`config.mk`:
```
export PLATFORM = sky130hd
export DESIGN_NAME = comparator_control_regs
export DESIGN_NICKNAME = d
export VERILOG_FILES = /design/src/cmp_regs_pkg.sv /design/src/comparator_control_regs.sv
export SDC_FILE = /design/constraint.sdc
export NUM_CORES = 1
export LEC_CHECK = 0
export BUFFER_PORTS_ARGS = -buffer_cell sky130_fd_sc_hd__buf_4
export CORE_MARGIN = 4
export CORE_UTILIZATION = 53
export DETAILED_ROUTE_END_ITERATION = 7
export PLACE_DENSITY = 0.87
export SLEW_MARGIN = 30
export SYNTH_ARGS = -nofsm -noshare
export SYNTH_HDL_FRONTEND = slang
export SYNTH_SLANG_ARGS = --single-unit
export TNS_END_PERCENT = 5
```
`constraint.sdc`:
```
create_clock -name ref_clk -period 2.2 [get_ports ref_clk]
set_input_delay 0.66 -clock ref_clk [delete_from_list [all_inputs] [get_ports ref_clk]]
set_output_delay 0.66 -clock ref_clk [all_outputs]
set_load 0.01 [all_outputs]
```
`src/cmp_regs_pkg.sv`:
```
// Purpose: constants for the comparator control register bank
// Assumes: 8-bit special function register bus, one system clock
// Notes:   addresses of the mux and comparator 1 control registers are parameters of the top
package cmp_regs_pkg;
	// register addresses
	localparam logic [7:0] mode_addr       = 8'h9d;
	localparam logic [7:0] mux_addr_dflt   = 8'h9f;
	localparam logic [7:0] c1ctl_addr_dflt = 8'h9a;
	// reset values
	localparam logic [7:0] mux_reset   = 8'hff;
	localparam logic [7:0] mode_reset  = 8'h02;
	localparam logic [7:0] c1ctl_reset = 8'h00;
	// field positions
	localparam int neg_sel_lsb  = 4;
	localparam int pos_sel_lsb  = 0;
	localparam int rise_en_bit  = 5;
	localparam int fall_en_bit  = 4;
	localparam int resp_lsb     = 0;
	localparam int on_bit       = 7;
	localparam int out_bit      = 6;
	localparam int rise_flg_bit = 5;
	localparam int fall_flg_bit = 4;
	localparam int physt_lsb    = 2;
	localparam int nhyst_lsb    = 0;
	// unused bits of the mux register read as ones
	localparam logic [7:0] mux_unused_ones = 8'hcc;
	// typical response times per mode, in ns
	localparam int resp_mode0_ns = 100;
	localparam int resp_mode1_ns = 175;
	localparam int resp_mode2_ns = 320;
	localparam int resp_mode3_ns = 1050;
	// hysteresis per code, in mV
	localparam int hyst_code1_mv = 5;
	localparam int hyst_code2_mv = 10;
	localparam int hyst_code3_mv = 20;
endpackage : cmp_regs_pkg

```
`src/comparator_control_regs.sv`:
```
// Purpose: control and status registers for two analog comparators
// Assumes: sfr bus on ref_clk; cmp1_raw is asynchronous; edge enables of comparator 1 come from outside
// Notes:   read data is registered and shows the addressed register one cycle later
`timescale 1ns/1ps
module comparator_control_regs #(
	parameter logic [7:0] mux_addr   = cmp_regs_pkg::mux_addr_dflt,
	parameter logic [7:0] c1ctl_addr = cmp_regs_pkg::c1ctl_addr_dflt
) (
	// clock and reset
	input  wire logic       ref_clk,
	input  wire logic       rst,
	// special function register bus
	input  wire logic [7:0] sfr_addr,
	input  wire logic       sfr_wr,
	input  wire logic [7:0] sfr_wdata,
	output logic      [7:0] sfr_rdata,
	// comparator 0 settings and its edge flags from its control register
	output logic      [1:0] cmp0_neg_sel,
	output logic      [1:0] cmp0_pos_sel,
	output logic      [1:0] cmp0_resp,
	input  wire logic       cmp0_rise_flag,
	input  wire logic       cmp0_fall_flag,
	output logic            cmp0_rise_irq,
	output logic            cmp0_fall_irq,
	// comparator 1 core
	input  wire logic       cmp1_raw,
	input  wire logic       cmp1_rise_irq_en,
	input  wire logic       cmp1_fall_irq_en,
	output logic            cmp1_on,
	output logic      [1:0] cmp1_pos_hyst,
	output logic      [1:0] cmp1_neg_hyst,
	output logic            cmp1_rise_irq,
	output logic            cmp1_fall_irq
);
	typedef struct packed {
		logic [1:0] nsel;
		logic [1:0] psel;
		logic       rise_en;
		logic       fall_en;
		logic [1:0] resp;
		logic       on;
		logic       rflag;
		logic       fflag;
		logic [1:0] physt;
		logic [1:0] nhyst;
		logic       s1;
		logic       s2;
		logic       prev;
		logic [7:0] rdata;
		logic       irq0r;
		logic       irq0f;
		logic       irq1r;
		logic       irq1f;
	} regs_s;

	localparam regs_s reg_reset = '{
		nsel:    cmp_regs_pkg::mux_reset[cmp_regs_pkg::neg_sel_lsb +: 2],
		psel:    cmp_regs_pkg::mux_reset[cmp_regs_pkg::pos_sel_lsb +: 2],
		rise_en: cmp_regs_pkg::mode_reset[cmp_regs_pkg::rise_en_bit],
		fall_en: cmp_regs_pkg::mode_reset[cmp_regs_pkg::fall_en_bit],
		resp:    cmp_regs_pkg::mode_reset[cmp_regs_pkg::resp_lsb +: 2],
		on:      cmp_regs_pkg::c1ctl_reset[cmp_regs_pkg::on_bit],
		rflag:   cmp_regs_pkg::c1ctl_reset[cmp_regs_pkg::rise_flg_bit],
		fflag:   cmp_regs_pkg::c1ctl_reset[cmp_regs_pkg::fall_flg_bit],
		physt:   cmp_regs_pkg::c1ctl_reset[cmp_regs_pkg::physt_lsb +: 2],
		nhyst:   cmp_regs_pkg::c1ctl_reset[cmp_regs_pkg::nhyst_lsb +: 2],
		default: '0
	};

	regs_s s_q;
	regs_s s_d;

	// address decode shared by the write and read paths
	function automatic logic hit(input logic [7:0] a, input logic [7:0] want);
		hit = (a == want);
	endfunction : hit

	logic wr_mux;
	logic wr_mode;
	logic wr_c1;
	logic rise_set;
	logic fall_set;
	assign wr_mux   = sfr_wr && hit(sfr_addr, mux_addr);
	assign wr_mode  = sfr_wr && hit(sfr_addr, cmp_regs_pkg::mode_addr);
	assign wr_c1    = sfr_wr && hit(sfr_addr, c1ctl_addr);
	assign rise_set = s_q.s2 && !s_q.prev;
	assign fall_set = !s_q.s2 && s_q.prev;

	// next state of every register
	always_comb begin
		s_d = s_q;
		// two-stage synchroniser, then one stage of history for edges
		s_d.s1   = cmp1_raw;
		s_d.s2   = s_q.s1;
		s_d.prev = s_q.s2;
		if (wr_mux) begin
			s_d.nsel = sfr_wdata[cmp_regs_pkg::neg_sel_lsb +: 2];
			s_d.psel = sfr_wdata[cmp_regs_pkg::pos_sel_lsb +: 2];
		end
		if (wr_mode) begin
			s_d.rise_en = sfr_wdata[cmp_regs_pkg::rise_en_bit];
			s_d.fall_en = sfr_wdata[cmp_regs_pkg::fall_en_bit];
			s_d.resp    = sfr_wdata[cmp_regs_pkg::resp_lsb +: 2];
		end
		if (wr_c1) begin
			s_d.on    = sfr_wdata[cmp_regs_pkg::on_bit];
			s_d.rflag = sfr_wdata[cmp_regs_pkg::rise_flg_bit];
			s_d.fflag = sfr_wdata[cmp_regs_pkg::fall_flg_bit];
			s_d.physt = sfr_wdata[cmp_regs_pkg::physt_lsb +: 2];
			s_d.nhyst = sfr_wdata[cmp_regs_pkg::nhyst_lsb +: 2];
		end
		// hardware set wins over a clear written in the same cycle
		if (rise_set) begin
			s_d.rflag = 1'b1;
		end
		if (fall_set) begin
			s_d.fflag = 1'b1;
		end
		// masked requests, registered so they leave straight from flops
		s_d.irq0r = cmp0_rise_flag && s_q.rise_en;
		s_d.irq0f = cmp0_fall_flag && s_q.fall_en;
		s_d.irq1r = s_q.rflag && cmp1_rise_irq_en;
		s_d.irq1f = s_q.fflag && cmp1_fall_irq_en;
		// read mux; unmapped addresses read zero
		s_d.rdata = 8'h00;
		if (hit(sfr_addr, mux_addr)) begin
			s_d.rdata = cmp_regs_pkg::mux_unused_ones;
			s_d.rdata[cmp_regs_pkg::neg_sel_lsb +: 2] = s_q.nsel;
			s_d.rdata[cmp_regs_pkg::pos_sel_lsb +: 2] = s_q.psel;
		end else if (hit(sfr_addr, cmp_regs_pkg::mode_addr)) begin
			s_d.rdata[cmp_regs_pkg::rise_en_bit]    = s_q.rise_en;
			s_d.rdata[cmp_regs_pkg::fall_en_bit]    = s_q.fall_en;
			s_d.rdata[cmp_regs_pkg::resp_lsb +: 2]  = s_q.resp;
		end else if (hit(sfr_addr, c1ctl_addr)) begin
			s_d.rdata[cmp_regs_pkg::on_bit]         = s_q.on;
			s_d.rdata[cmp_regs_pkg::out_bit]        = s_q.s2;
			s_d.rdata[cmp_regs_pkg::rise_flg_bit]   = s_q.rflag;
			s_d.rdata[cmp_regs_pkg::fall_flg_bit]   = s_q.fflag;
			s_d.rdata[cmp_regs_pkg::physt_lsb +: 2] = s_q.physt;
			s_d.rdata[cmp_regs_pkg::nhyst_lsb +: 2] = s_q.nhyst;
		end
	end

	// single state register
	always_ff @(posedge ref_clk or posedge rst) begin
		if (rst) begin
			s_q <= reg_reset;
		end else begin
			s_q <= s_d;
		end
	end

	// outputs come straight from state flops
	assign sfr_rdata     = s_q.rdata;
	assign cmp0_neg_sel  = s_q.nsel;
	assign cmp0_pos_sel  = s_q.psel;
	assign cmp0_resp     = s_q.resp;
	assign cmp0_rise_irq = s_q.irq0r;
	assign cmp0_fall_irq = s_q.irq0f;
	assign cmp1_on       = s_q.on;
	assign cmp1_pos_hyst = s_q.physt;
	assign cmp1_neg_hyst = s_q.nhyst;
	assign cmp1_rise_irq = s_q.irq1r;
	assign cmp1_fall_irq = s_q.irq1f;

	property p_neg_sel;
		@(posedge ref_clk) disable iff (rst) wr_mux |=> cmp0_neg_sel == $past(sfr_wdata[5:4]);
	endproperty
	a_neg_sel: assert property (p_neg_sel) else $error("negative select not stored");

	property p_pos_sel;
		@(posedge ref_clk) disable iff (rst) wr_mux |=> cmp0_pos_sel == $past(sfr_wdata[1:0]);
	endproperty
	a_pos_sel: assert property (p_pos_sel) else $error("positive select not stored");

	property p_mux_ones;
		@(posedge ref_clk) disable iff (rst)
			hit(sfr_addr, mux_addr) |=> (sfr_rdata[7:6] == 2'h3) && (sfr_rdata[3:2] == 2'h3);
	endproperty
	a_mux_ones: assert property (p_mux_ones) else $error("mux unused bits not one");

	property p_resp;
		@(posedge ref_clk) disable iff (rst) wr_mode |=> cmp0_resp == $past(sfr_wdata[1:0]);
	endproperty
	a_resp: assert property (p_resp) else $error("response mode not stored");

	property p_mode_zero;
		@(posedge ref_clk) disable iff (rst)
			hit(sfr_addr, cmp_regs_pkg::mode_addr) |=> (sfr_rdata[7:6] == 2'h0) && (sfr_rdata[3:2] == 2'h0);
	endproperty
	a_mode_zero: assert property (p_mode_zero) else $error("mode unused bits not zero");

	property p_irq_en;
		@(posedge ref_clk) disable iff (rst)
			wr_mode ##1 cmp0_rise_flag |=> cmp0_rise_irq == $past(sfr_wdata[5], 2);
	endproperty
	a_irq_en: assert property (p_irq_en) else $error("rise enable not honoured");

	property p_on;
		@(posedge ref_clk) disable iff (rst) wr_c1 |=> cmp1_on == $past(sfr_wdata[7]);
	endproperty
	a_on: assert property (p_on) else $error("enable bit not stored");

	property p_rise;
		@(posedge ref_clk) disable iff (rst) $rose(s_q.s2) |-> (rise_set && !fall_set) ##1 s_q.rflag;
	endproperty
	a_rise: assert property (p_rise) else $error("rising edge not flagged");

	property p_fall_hold;
		@(posedge ref_clk) disable iff (rst) s_q.fflag && !(wr_c1 && !sfr_wdata[4]) |=> s_q.fflag;
	endproperty
	a_fall_hold: assert property (p_fall_hold) else $error("falling flag lost");

	property p_hyst;
		@(posedge ref_clk) disable iff (rst)
			wr_c1 |=> {cmp1_pos_hyst, cmp1_neg_hyst} == $past(sfr_wdata[3:0]);
	endproperty
	a_hyst: assert property (p_hyst) else $error("hysteresis not stored");

	property p_out_read;
		@(posedge ref_clk) disable iff (rst) hit(sfr_addr, c1ctl_addr) |=> sfr_rdata[6] == $past(s_q.s2);
	endproperty
	a_out_read: assert property (p_out_read) else $error("output state misread");

	property p_irq1;
		@(posedge ref_clk) disable iff (rst) ##1 cmp1_fall_irq == $past(s_q.fflag && cmp1_fall_irq_en);
	endproperty
	a_irq1: assert property (p_irq1) else $error("falling request wrong");

	property p_one_flag;
		@(posedge ref_clk) disable iff (rst)
			(s_q.s2 != s_q.prev) && !wr_c1 |=>
				($past(s_q.s2) ? (s_q.rflag && (s_q.fflag == $past(s_q.fflag)))
					: (s_q.fflag && (s_q.rflag == $past(s_q.rflag))));
	endproperty
	a_one_flag: assert property (p_one_flag) else $error("edge seen twice");
endmodule : comparator_control_regs

```
==> results_dict.tcl, run 1 <==
set metrics [dict create \
    antenna_found_initial 0 \
    synthCells 107 \
    yosysTopAreaCell "dfrtp_1" \
    critPathMaxStageDelay_ns 0.57 \
    worstMarginPinSlew_ns 0.2756 \
    syn_area_um2 1380 \
    endpoint_kind "output pin" \
    core_um2 2477 \
    ys_ff_latch 30 \
    synth-simple-area-share_pct 12.96 \
    drive_above_1_share_pct 45.89 \
    diodes 0 \
    min_period_ns 1.680 \
    r2r-start "cmp0_resp[1]$_DFFE_PP1P_" \
    netlist.area_leader.share_pct 45.33 \
    synth_nets 131 \
    synth_top_family_by_area "simple AND/OR/NAND/NOR gates" \
    dieArea_um2 3485 \
    nets 169 \
    n_fill_cell 194 \
    clk_path_buf_depth 2 \
    synth-compound-area-share_pct 9.248 \
    clock-sinks 30 \
    crit_buf_inv 1 \
    final_area_um2 1713 \
    skew_ns 0.009370 \
    yosys_warnings 0 \
    grt_usage_pct 19.06 \
    relSlewSlack_pct 81.63 \
    drv_slew 0 \
    firstDrtPassIters 4 \
    synth.area.mux_share_pct 10.61 \
    crit_chain "buf_4" \
    wl_per_cell_um 16.35 \
    ctsRootBufferMaster "clkbuf_4" \
    viasPerCell 5.460 \
    postSynthAreaPerCell_um2 12.90 \
    dpl_cell_area_um2 1653 \
    cts_max_level 2 \
    setup_violations 0 \
    vias 961 \
    synth_area_leaders "dfrtp_1, buf_4, mux2_1" \
    grt_max_degree 16 \
    cts_buffers 5 \
    tns_ns 0 \
    reg2reg_slack_ns 1.20 \
    hold_viol 0 \
    ir_worst_vdd_mv 0.4621 \
    leakagePower_nw 0.9226 \
    fp-row-count 18 \
    drc 0 \
    antenna_left 0 \
    cts_setup_buffers 0 \
    drt-initial-drc-count 15 \
    rsz0062_at_grt "no" \
    grt_overflow_total 0 \
    ys_types 25 \
    yosysSeqAreaShare_pct 54.85 \
    start_util_pct 55.71 \
    grt_pass1_vias 1028 \
    fp.dieH_um 59.03 \
    max_freq_ghz 0.5954 \
    critical_path_class "reg2out" \
    r2r_end "sfr_rdata[1]$_DFF_PP0_" \
    start_kind "flip-flop" \
    cp.required_ns 1.54 \
    synth_xor_area_share_pct 0 \
    drv_cap 0 \
    synthToLayoutAreaGrowth_pct 24.12 \
    place.gp.congestion 0.8724 \
    finalWirelength_um 2877 \
    path_clk_slew_ns 0.09 \
    slowest_stage "dfstp_2" \
    timing.hold.ws_ns 0.3468 \
    cts_resized 0 \
    clk_latency_ns 0.33 \
    worst-r2r-cell-count 2 \
    hpwlAfterDp_um 2287 \
    grt_first_pass_wirelength_um 4719 \
    period_share_pct 76.35 \
    powerDensity_nw_per_um2 603.2 \
    port-buffer-count 45 \
    arrival_ns 1.02 \
    cts_tree "done" \
    ctsHoldBuffers 0 \
    critPathMaxFanout 3 \
    yosys.area_share.adder_pct 0 \
    hold_path_class "in2async" \
    ios 47 \
    fp.dieW_um 59.03 \
    cp_top_family "flip-flops" \
    status "finished clean" \
]
## Yosys cell counts
cell / n
dfstp_2: 5
nor4bb_1: 1
nor3b_2: 1
a2bb2oi_1: 4
and4b_1: 1
nand2_1: 1
nand3_2: 1
mux2_2: 1
inv_1: 6
buf_4: 19
and4bb_1: 1
and4_1: 1
dfrtp_1: 25
nand4_4: 1
buf_2: 1
and2_1: 6
and3_1: 1
nand4bb_1: 2
o221ai_1: 2
nor2_1: 1
a21o_1: 4
mux2_1: 12
nand3_1: 4
o31ai_1: 2
o211ai_1: 4
## cell type report
cell class	instances	area, um2	area share (%)
Clock buffer	7	55.05	3.214
Clock inverter	1	5.005	0.2922
Inverter	6	22.52	1.315
Multi-Input combinational cell	51	452.9	26.44
Sequential cell	30	757.0	44.19
Tap cell	30	37.54	2.191
Timing Repair Buffer	51	382.9	22.35
## worst max-delay path by stage
stage	startpoint	endpoint	slack (ns)	cells past startpoint
CTS	cmp0_neg_sel[1]$_DFFE_PP1P_	cmp0_neg_sel[1]	0.52	1
detailed placement	sfr_addr[6]	cmp1_pos_hyst[1]$_DFFE_PP0P_	0.27	4
finish	cmp0_neg_sel[1]$_DFFE_PP1P_	cmp0_neg_sel[1]	0.52	1
floorplan	sfr_addr[0]	cmp0_resp[0]$_DFFE_PP0P_	0.49	4
global placement	sfr_addr[6]	cmp1_pos_hyst[1]$_DFFE_PP0P_	0.32	4
global route	cmp0_pos_sel[1]$_DFFE_PP1P_	cmp0_pos_sel[1]	0.49	1
## power by group
part | internal (mW) | leakage (nW) | switching, mW
Clock | 0.155 | 0.0353 | 0.183
Sequential | 0.573 | 0.377 | 0.0130
Combinational | 0.0614 | 0.510 | 0.0489
Total | 0.789 | 0.923 | 0.245
## cell families (layout without fill, tap and decap cells)
logic type / after synthesis / count (layout)
mux: 13 / 13
simple gates: 22 / 22
compound gates: 16 / 16
buf+inv: 26 / 65
flops: 30 / 30
## flip-flops by register name (all words and copies together) (netlist names)
register / cells
sfr_rdata: 8
cmp1_fall_irq: 1
cmp0_fall_irq: 1
cmp0_neg_sel: 2
cmp0_resp: 2
s_d: 2
cmp1_neg_hyst: 2
cmp0_pos_sel: 2
cmp1_rise_irq: 1
cmp1_on: 1
cmp1_pos_hyst: 2
cmp0_rise_irq: 1
s_q: 5
## routing by layer
layer	wire [um]	up-vias	part of all wire, %	global-route usage (%)
li1	-	441	-	-
met1	1027	469	36	20.37
met2	1522	39	53	32.65
met3	208	12	7.2	5.229
met4	118	0	4.1	12.62
met5	0	-	0	0
## worst min-delay path: cells and delay by family
| family | cells | cell delay [ns] |
|---|---|---|
| buf+inv | 3 | 0.39 |
## cell usage in the layout (no fill, tap or decap), types with 2 or more instances in the layout
| cell type | netlist | final |
|---|---|---|
| nand4bb_1 | 2 | 2 |
| o211ai_1 | 4 | 4 |
| dfrtp_1 | 25 | 25 |
| o31ai_1 | 2 | 2 |
| mux2_1 | 12 | 12 |
| a2bb2oi_1 | 4 | 4 |
| buf_4 | 19 | 51 |
| inv_1 | 6 | 6 |
| and2_1 | 6 | 6 |
| nand3_1 | 4 | 4 |
| dfstp_2 | 5 | 5 |
| o221ai_1 | 2 | 2 |
| clkbuf_4 | 0 | 5 |
| a21o_1 | 4 | 4 |
## through the flow
stage | setup slack, ns | instances | utilization (%) | total power, mW
floorplan | 0.4894 | 107 | - | 0.6457
global placement | 0.3170 | 168 | 66.72 | 0.7009
detailed placement | 0.2739 | 168 | 66.72 | 0.7070
CTS | 0.5233 | 176 | 69.14 | 1.039
global route | 0.4940 | 176 | 69.14 | 1.075
finish | 0.5204 | 176 | 69.14 | 1.033
Note: power is estimated with default switching activity, not from simulation.
==> run 2, diff against run 1 <==
CORE_UTILIZATION = 49   (was 53)
PLACE_DENSITY = 0.81   (was 0.87)
clock period = 1.7 ns   (was 2.2 ns; I/O delays follow)
==> run 2 against run 1 <==
Compared with the run above:
- hold slack lost 0.14 ns
- critical path type unchanged
- design area stayed put
- largest cell class unchanged
- first-iteration DRC count shrank 13%
- highest routed layer unchanged
- worst setup slack lost 0.32 ns
- via count decreased by 4.7%
- critical path depth stayed put
- clock power increased by 26%
- non-clock buffer count unchanged
==> results_dict.tcl, run 2 (synthesized netlist as in run 1, its figures left out) <==
set metrics [dict create \
    period_share_pct 88.33 \
    switching_share_pct 22.96 \
    antenna_left 0 \
    cts_buffers 5 \
    crit_chain "buf_4" \
    core_um2 2590 \
    wl_per_cell_um 15.72 \
    slowest_stage "dfstp_2" \
    grt_usage_pct 16.33 \
    path_clk_slew_ns 0.09 \
    relSlewSlack_pct 80.28 \
    critPathMaxFanout 3 \
    fp.dieH_um 61.07 \
    grt_max_degree 17 \
    ir_worst_vdd_mv 0.5883 \
    hold_path_class "in2async" \
    rsz0062_at_grt "no" \
    clk_latency_ns 0.31 \
    worstMarginPinSlew_ns 0.2918 \
    diodes 0 \
    drt-initial-drc-count 13 \
    cts_setup_buffers 0 \
    timing.hold.ws_ns 0.2064 \
    ctsHoldBuffers 0 \
    critPathMaxStageDelay_ns 0.56 \
    endpoint_kind "output pin" \
    nets 169 \
    place.gp.congestion 0.8279 \
    p_sw_mw 0.3042 \
    status "finished clean" \
    leakagePower_nw 0.9226 \
    final_cell_mix "buf_4, dfrtp_1, mux2_1" \
    antenna_found_initial 0 \
    cp.required_ns 1.19 \
    tns_ns 0 \
    grt_first_pass_wirelength_um 4436 \
    cts_tree "done" \
    synthToLayoutAreaGrowth_pct 24.12 \
    drv_cap 0 \
    vias 916 \
    grt_pass1_vias 998 \
    fp.dieW_um 61.07 \
    ios 47 \
    min_period_ns 1.502 \
    dieArea_um2 3730 \
    skew_ns 0.003672 \
    start_kind "flip-flop" \
    arrival_ns 0.99 \
    max_freq_ghz 0.6659 \
    largest_register_ffs 8 \
    power.share.clock_pct 32.2 \
    firstDrtPassIters 4 \
    p_int_mw 1.021 \
    final_common_cell "buf_4" \
    critical_path_class "reg2out" \
    clk_path_buf_depth 2 \
    cts_resized 0 \
    cp_top_family "flip-flops" \
    drv_slew 0 \
    crit_buf_inv 1 \
    viasPerCell 5.205 \
    clock-sinks 30 \
    fp-row-count 18 \
    hpwlAfterDp_um 2215 \
    cts_max_level 2 \
    powerDensity_nw_per_um2 773.4 \
    port-buffer-count 45 \
    drc 0 \
    drive_above_1_share_pct 45.89 \
    seq_power_share_pct 57.1 \
    final_util_pct 66.14 \
    hold_viol 0 \
    combPwrFrac_pct 10.7 \
    ctsRootBufferMaster "clkbuf_4" \
    finalWirelength_um 2767 \
    grt_overflow_total 0 \
    start_util_pct 53.29 \
    setup_violations 0 \
]
run 2: worst reg2reg max path, delay by kind of cell, from the launching register on:
kind	cells	cell delay (ns)
flops	1	0.56
compound gates	2	0.29
run 2: final cells by class:
class | count | area, um2
clock buffers | 7 | 55.05
multi-input cells | 51 | 452.9
clock inverters | 1 | 5.005
repair buffers | 51 | 382.9
fillers | 199 | 877.1
flip-flops and latches | 30 | 757.0
inverters | 6 | 22.52
well taps | 30 | 37.54
run 2: final timing paths:
kind | startpoint | to | slack (ns) | depth (start not counted)
hold / removal | rst | sfr_rdata[7]$_DFF_PP0_ | 0.21 | 3
setup / recovery | cmp0_neg_sel[0]$_DFFE_PP1P_ | cmp0_neg_sel[0] | 0.20 | 1
hold reg to reg | s_d[13]$_DFF_PP0_ | s_d[12]$_DFF_PP0_ | 0.37 | 0
max in group asynchronous | rst | cmp0_neg_sel[0]$_DFFE_PP1P_ | 1.23 | 3
setup reg to reg | cmp0_resp[1]$_DFFE_PP1P_ | sfr_rdata[1]$_DFF_PP0_ | 0.77 | 2
min in group ref_clk | cmp1_raw | s_d[13]$_DFF_PP0_ | 0.30 | 1
run 2: power groups by stage:
stage	Combinational, mW	Sequential (mW)	Clock, mW
6_report	0.142	0.757	0.426
5_1_grt	0.156	0.761	0.466
4_1_cts	0.145	0.757	0.442
3_5_place_dp	0.144	0.770	0
3_3_place_gp	0.139	0.769	0
2_1_floorplan	0.0679	0.768	0
run 2: metrics by stage:
step           std cells  instance area, um2  setup slack, ns  total power [mW]
6_report             176                1713           0.1983             1.325
5_1_grt              176                1713           0.1604             1.383
4_1_cts              176                1713           0.1844             1.343
3_5_place_dp         168                1653         0.005030            0.9143
3_3_place_gp         168                1653          0.03153            0.9076
2_1_floorplan        107                1380           0.1394            0.8356
run 2: routing by layer:
layer	global-route usage [%]	vias to the layer above	wire, um
met5	0	-	0
met1	19.21	440	1134
met2	27.79	31	1419
li1	-	443	-
met4	5.263	0	16
met3	5.870	2	197
==> run 3, diff against run 2 <==
ABC_AREA = 1   (was not set)
CORE_UTILIZATION = 50   (was 49)
PLACE_DENSITY = 0.82   (was 0.81)
RECOVER_POWER = 50   (was not set)
clock period = 1.54 ns   (was 1.7 ns; I/O delays follow)
==> run 3 against run 2 <==
Compared with the run above:
- cell count rose by 31%
- count of clock-buffer cells in the layout unchanged
- sequential share of layout area is 1.4 points lower
- design area increased by 3.4%
- clock skew grew 0.0043 ns
- critical path depth unchanged
- via count rose by 22%
- die area is 3.1% higher
- largest power group unchanged
==> results_dict.tcl, run 3 <==
set metrics [dict create \
    clk_latency_ns 0.34 \
    ys_ff_latch 30 \
    setup_violations 0 \
    async_flop_share_pct 100.0 \
    cts_setup_buffers 0 \
    synthCells 161 \
    fp.dieW_um 62.00 \
    drt-initial-drc-count 31 \
    tns_ns 0 \
    crit_buf_inv 1 \
    firstDrtPassIters 4 \
    skew_ns 0.008008 \
    synthToLayoutAreaGrowth_pct 21.46 \
    viasPerCell 4.835 \
    grt_first_pass_wirelength_um 4988 \
    arrival_ns 1.03 \
    antenna_found_initial 0 \
    holdPathStages 1 \
    grtUsageMet3_pct 5.579 \
    post-place-ws_ns 0.05093 \
    cp.required_ns 1.08 \
    clk_path_buf_depth 2 \
    min_period_ns 1.492 \
    r2r-start "cmp0_resp[1]$_DFFE_PP1P_" \
    drive_above_1_share_pct 38.00 \
    relSlewSlack_pct 53.44 \
    ctsHoldBuffers 0 \
    busiest_layer "met2" \
    path_clk_slew_ns 0.10 \
    crit_chain "buf_4" \
    synth_area_leaders "dfrtp_1, nand2_1, buf_4" \
    grt_pass1_vias 1207 \
    status "finished clean" \
    synth_nets 185 \
    final_cell_mix "nand2_1, buf_4, dfrtp_1" \
    diodes 0 \
    fp.dieH_um 62.00 \
    ys_types 17 \
    cp_top_family "flip-flops" \
    grt_overflow_total 0 \
    slowest_stage "dfstp_2" \
    gr-usage-met1_pct 20.29 \
    ff_latch_area_um2 757.0 \
    cts_buffers 5 \
    period_share_pct 96.86 \
    vias 1117 \
    netlist_top_cells_count "nand2_1, dfrtp_1, buf_4, inv_1, nand3_1" \
    port-buffer-count 45 \
    synth_ff_type "dfrtp_1" \
    start_kind "flip-flop" \
    syn_area_um2 1458 \
    powerDensity_nw_per_um2 849.9 \
    critical_path_class "reg2out" \
    leakagePower_nw 1.047 \
    cts_resized 0 \
    yosys_warnings 0 \
    largest_register_ffs 8 \
    grt_usage_pct 18.11 \
    holdPathEnd "s_d[13]$_DFF_PP0_" \
    grt_max_degree 31 \
    critPathMaxStageDelay_ns 0.56 \
    worstMarginPinSlew_ns 0.6984 \
    max_freq_ghz 0.6704 \
    fin_ws_ns 0.04833 \
    place.gp.congestion 0.8133 \
    fp-row-count 19 \
    cts_tree "done" \
    worst-r2r-cell-count 4 \
    drv_cap 0 \
    finalWirelength_um 2941 \
    postSynthAreaPerCell_um2 9.054 \
    nets 223 \
    reg2reg_slack_ns 0.61 \
    drv_slew 0 \
    critPathMaxFanout 3 \
    hold_viol 0 \
    grtUsageMet2_pct 30.92 \
    netlist.area_leader.share_pct 42.92 \
    hold_start "cmp1_raw" \
    multi_input_area_um2 478.0 \
    yosysSeqAreaShare_pct 51.93 \
    yosysMostFrequentCell "nand2_1" \
    synth_edf_count 0 \
    hpwlAfterDp_um 2316 \
    clock-sinks 30 \
    ctsRootBufferMaster "clkbuf_4" \
    dieArea_um2 3843 \
    rsz0062_at_grt "no" \
    ir_worst_vdd_mv 0.9228 \
    antenna_left 0 \
    wl_per_cell_um 12.73 \
    core_um2 2781 \
    drc 0 \
    start_util_pct 52.41 \
    n_fill_cell 241 \
    hold_path_class "in2reg" \
    r2r_end "sfr_rdata[1]$_DFF_PP0_" \
    yosysTopAreaCell "dfrtp_1" \
    cts_max_level 2 \
    endpoint_kind "output pin" \
    final_common_cell "nand2_1" \
    timing.hold.ws_ns 0.2487 \
    ios 47 \
]
run 3: cell count changes after synthesis, sizes merged, moves of 4 or more:
cell     before  now
a21o          4    0
a2bb2oi       4    0
and2          6    0
inv           6   18
mux2         13    0
nand2         1   56
nand3         5   16
nor2          1   10
o211ai        4    0
o21ai         0   11
run 3: stage by stage:
stage	cells	cell area, um2	utilization [%]	power (mW)
finish	231	1770	63.65	1.505
global route	231	1770	63.65	1.572
CTS	231	1782	64.06	1.520
detailed placement	223	1722	61.90	1.029
global placement	223	1722	61.90	1.020
floorplan	161	1458	-	0.9442
run 3: kinds of logic (layout without fill, tap and decap cells):
group                  after synthesis  count (layout)  share of synthesized area (%)
buffers and inverters               37              76                          14.94
AND/OR/NAND/NOR                     83              83                          29.36
flip-flops                          30              30                          51.93
AO/OA/AOI/OAI                       11              11                          3.777
run 3: final cells by class:
class / count / share of cell area [%]
Sequential cell: 30 / 42.76
Multi-Input combinational cell: 94 / 27.00
Clock inverter: 1 / 0.2827
Inverter: 18 / 3.816
Tap cell: 31 / 2.191
Timing Repair Buffer: 50 / 20.85
Clock buffer: 7 / 3.110
run 3: per-layer routing:
layer	routed length (um)	share of wire, %
met3	242	8.2
met4	59	2.0
met5	0	0
met2	1543	52
met1	1096	37
run 3: worst max-delay path by stage:
stage / start / endpoint / slack (ns) / cells after the start
after global routing: cmp0_neg_sel[0]$_DFFE_PP1P_ / cmp0_neg_sel[0] / 0.03 / 1
after global placement: sfr_addr[6] / cmp0_pos_sel[1]$_DFFE_PP1P_ / 0.09 / 8
after CTS: cmp0_neg_sel[0]$_DFFE_PP1P_ / cmp0_neg_sel[0] / 0.05 / 1
after detailed placement: sfr_addr[6] / cmp0_pos_sel[1]$_DFFE_PP1P_ / 0.05 / 8
after floorplan: sfr_addr[6] / cmp0_resp[0]$_DFFE_PP0P_ / 0.33 / 7
final: cmp0_resp[1]$_DFFE_PP1P_ / cmp0_resp[1] / 0.05 / 1
run 3: power by group:
part           leakage [nW]  total, mW  switching, mW  internal [mW]
clock                0.0353      0.496          0.275          0.221
sequential            0.373      0.839         0.0176          0.822
combinational         0.638      0.169         0.0882         0.0811
total                  1.05       1.50          0.381           1.12
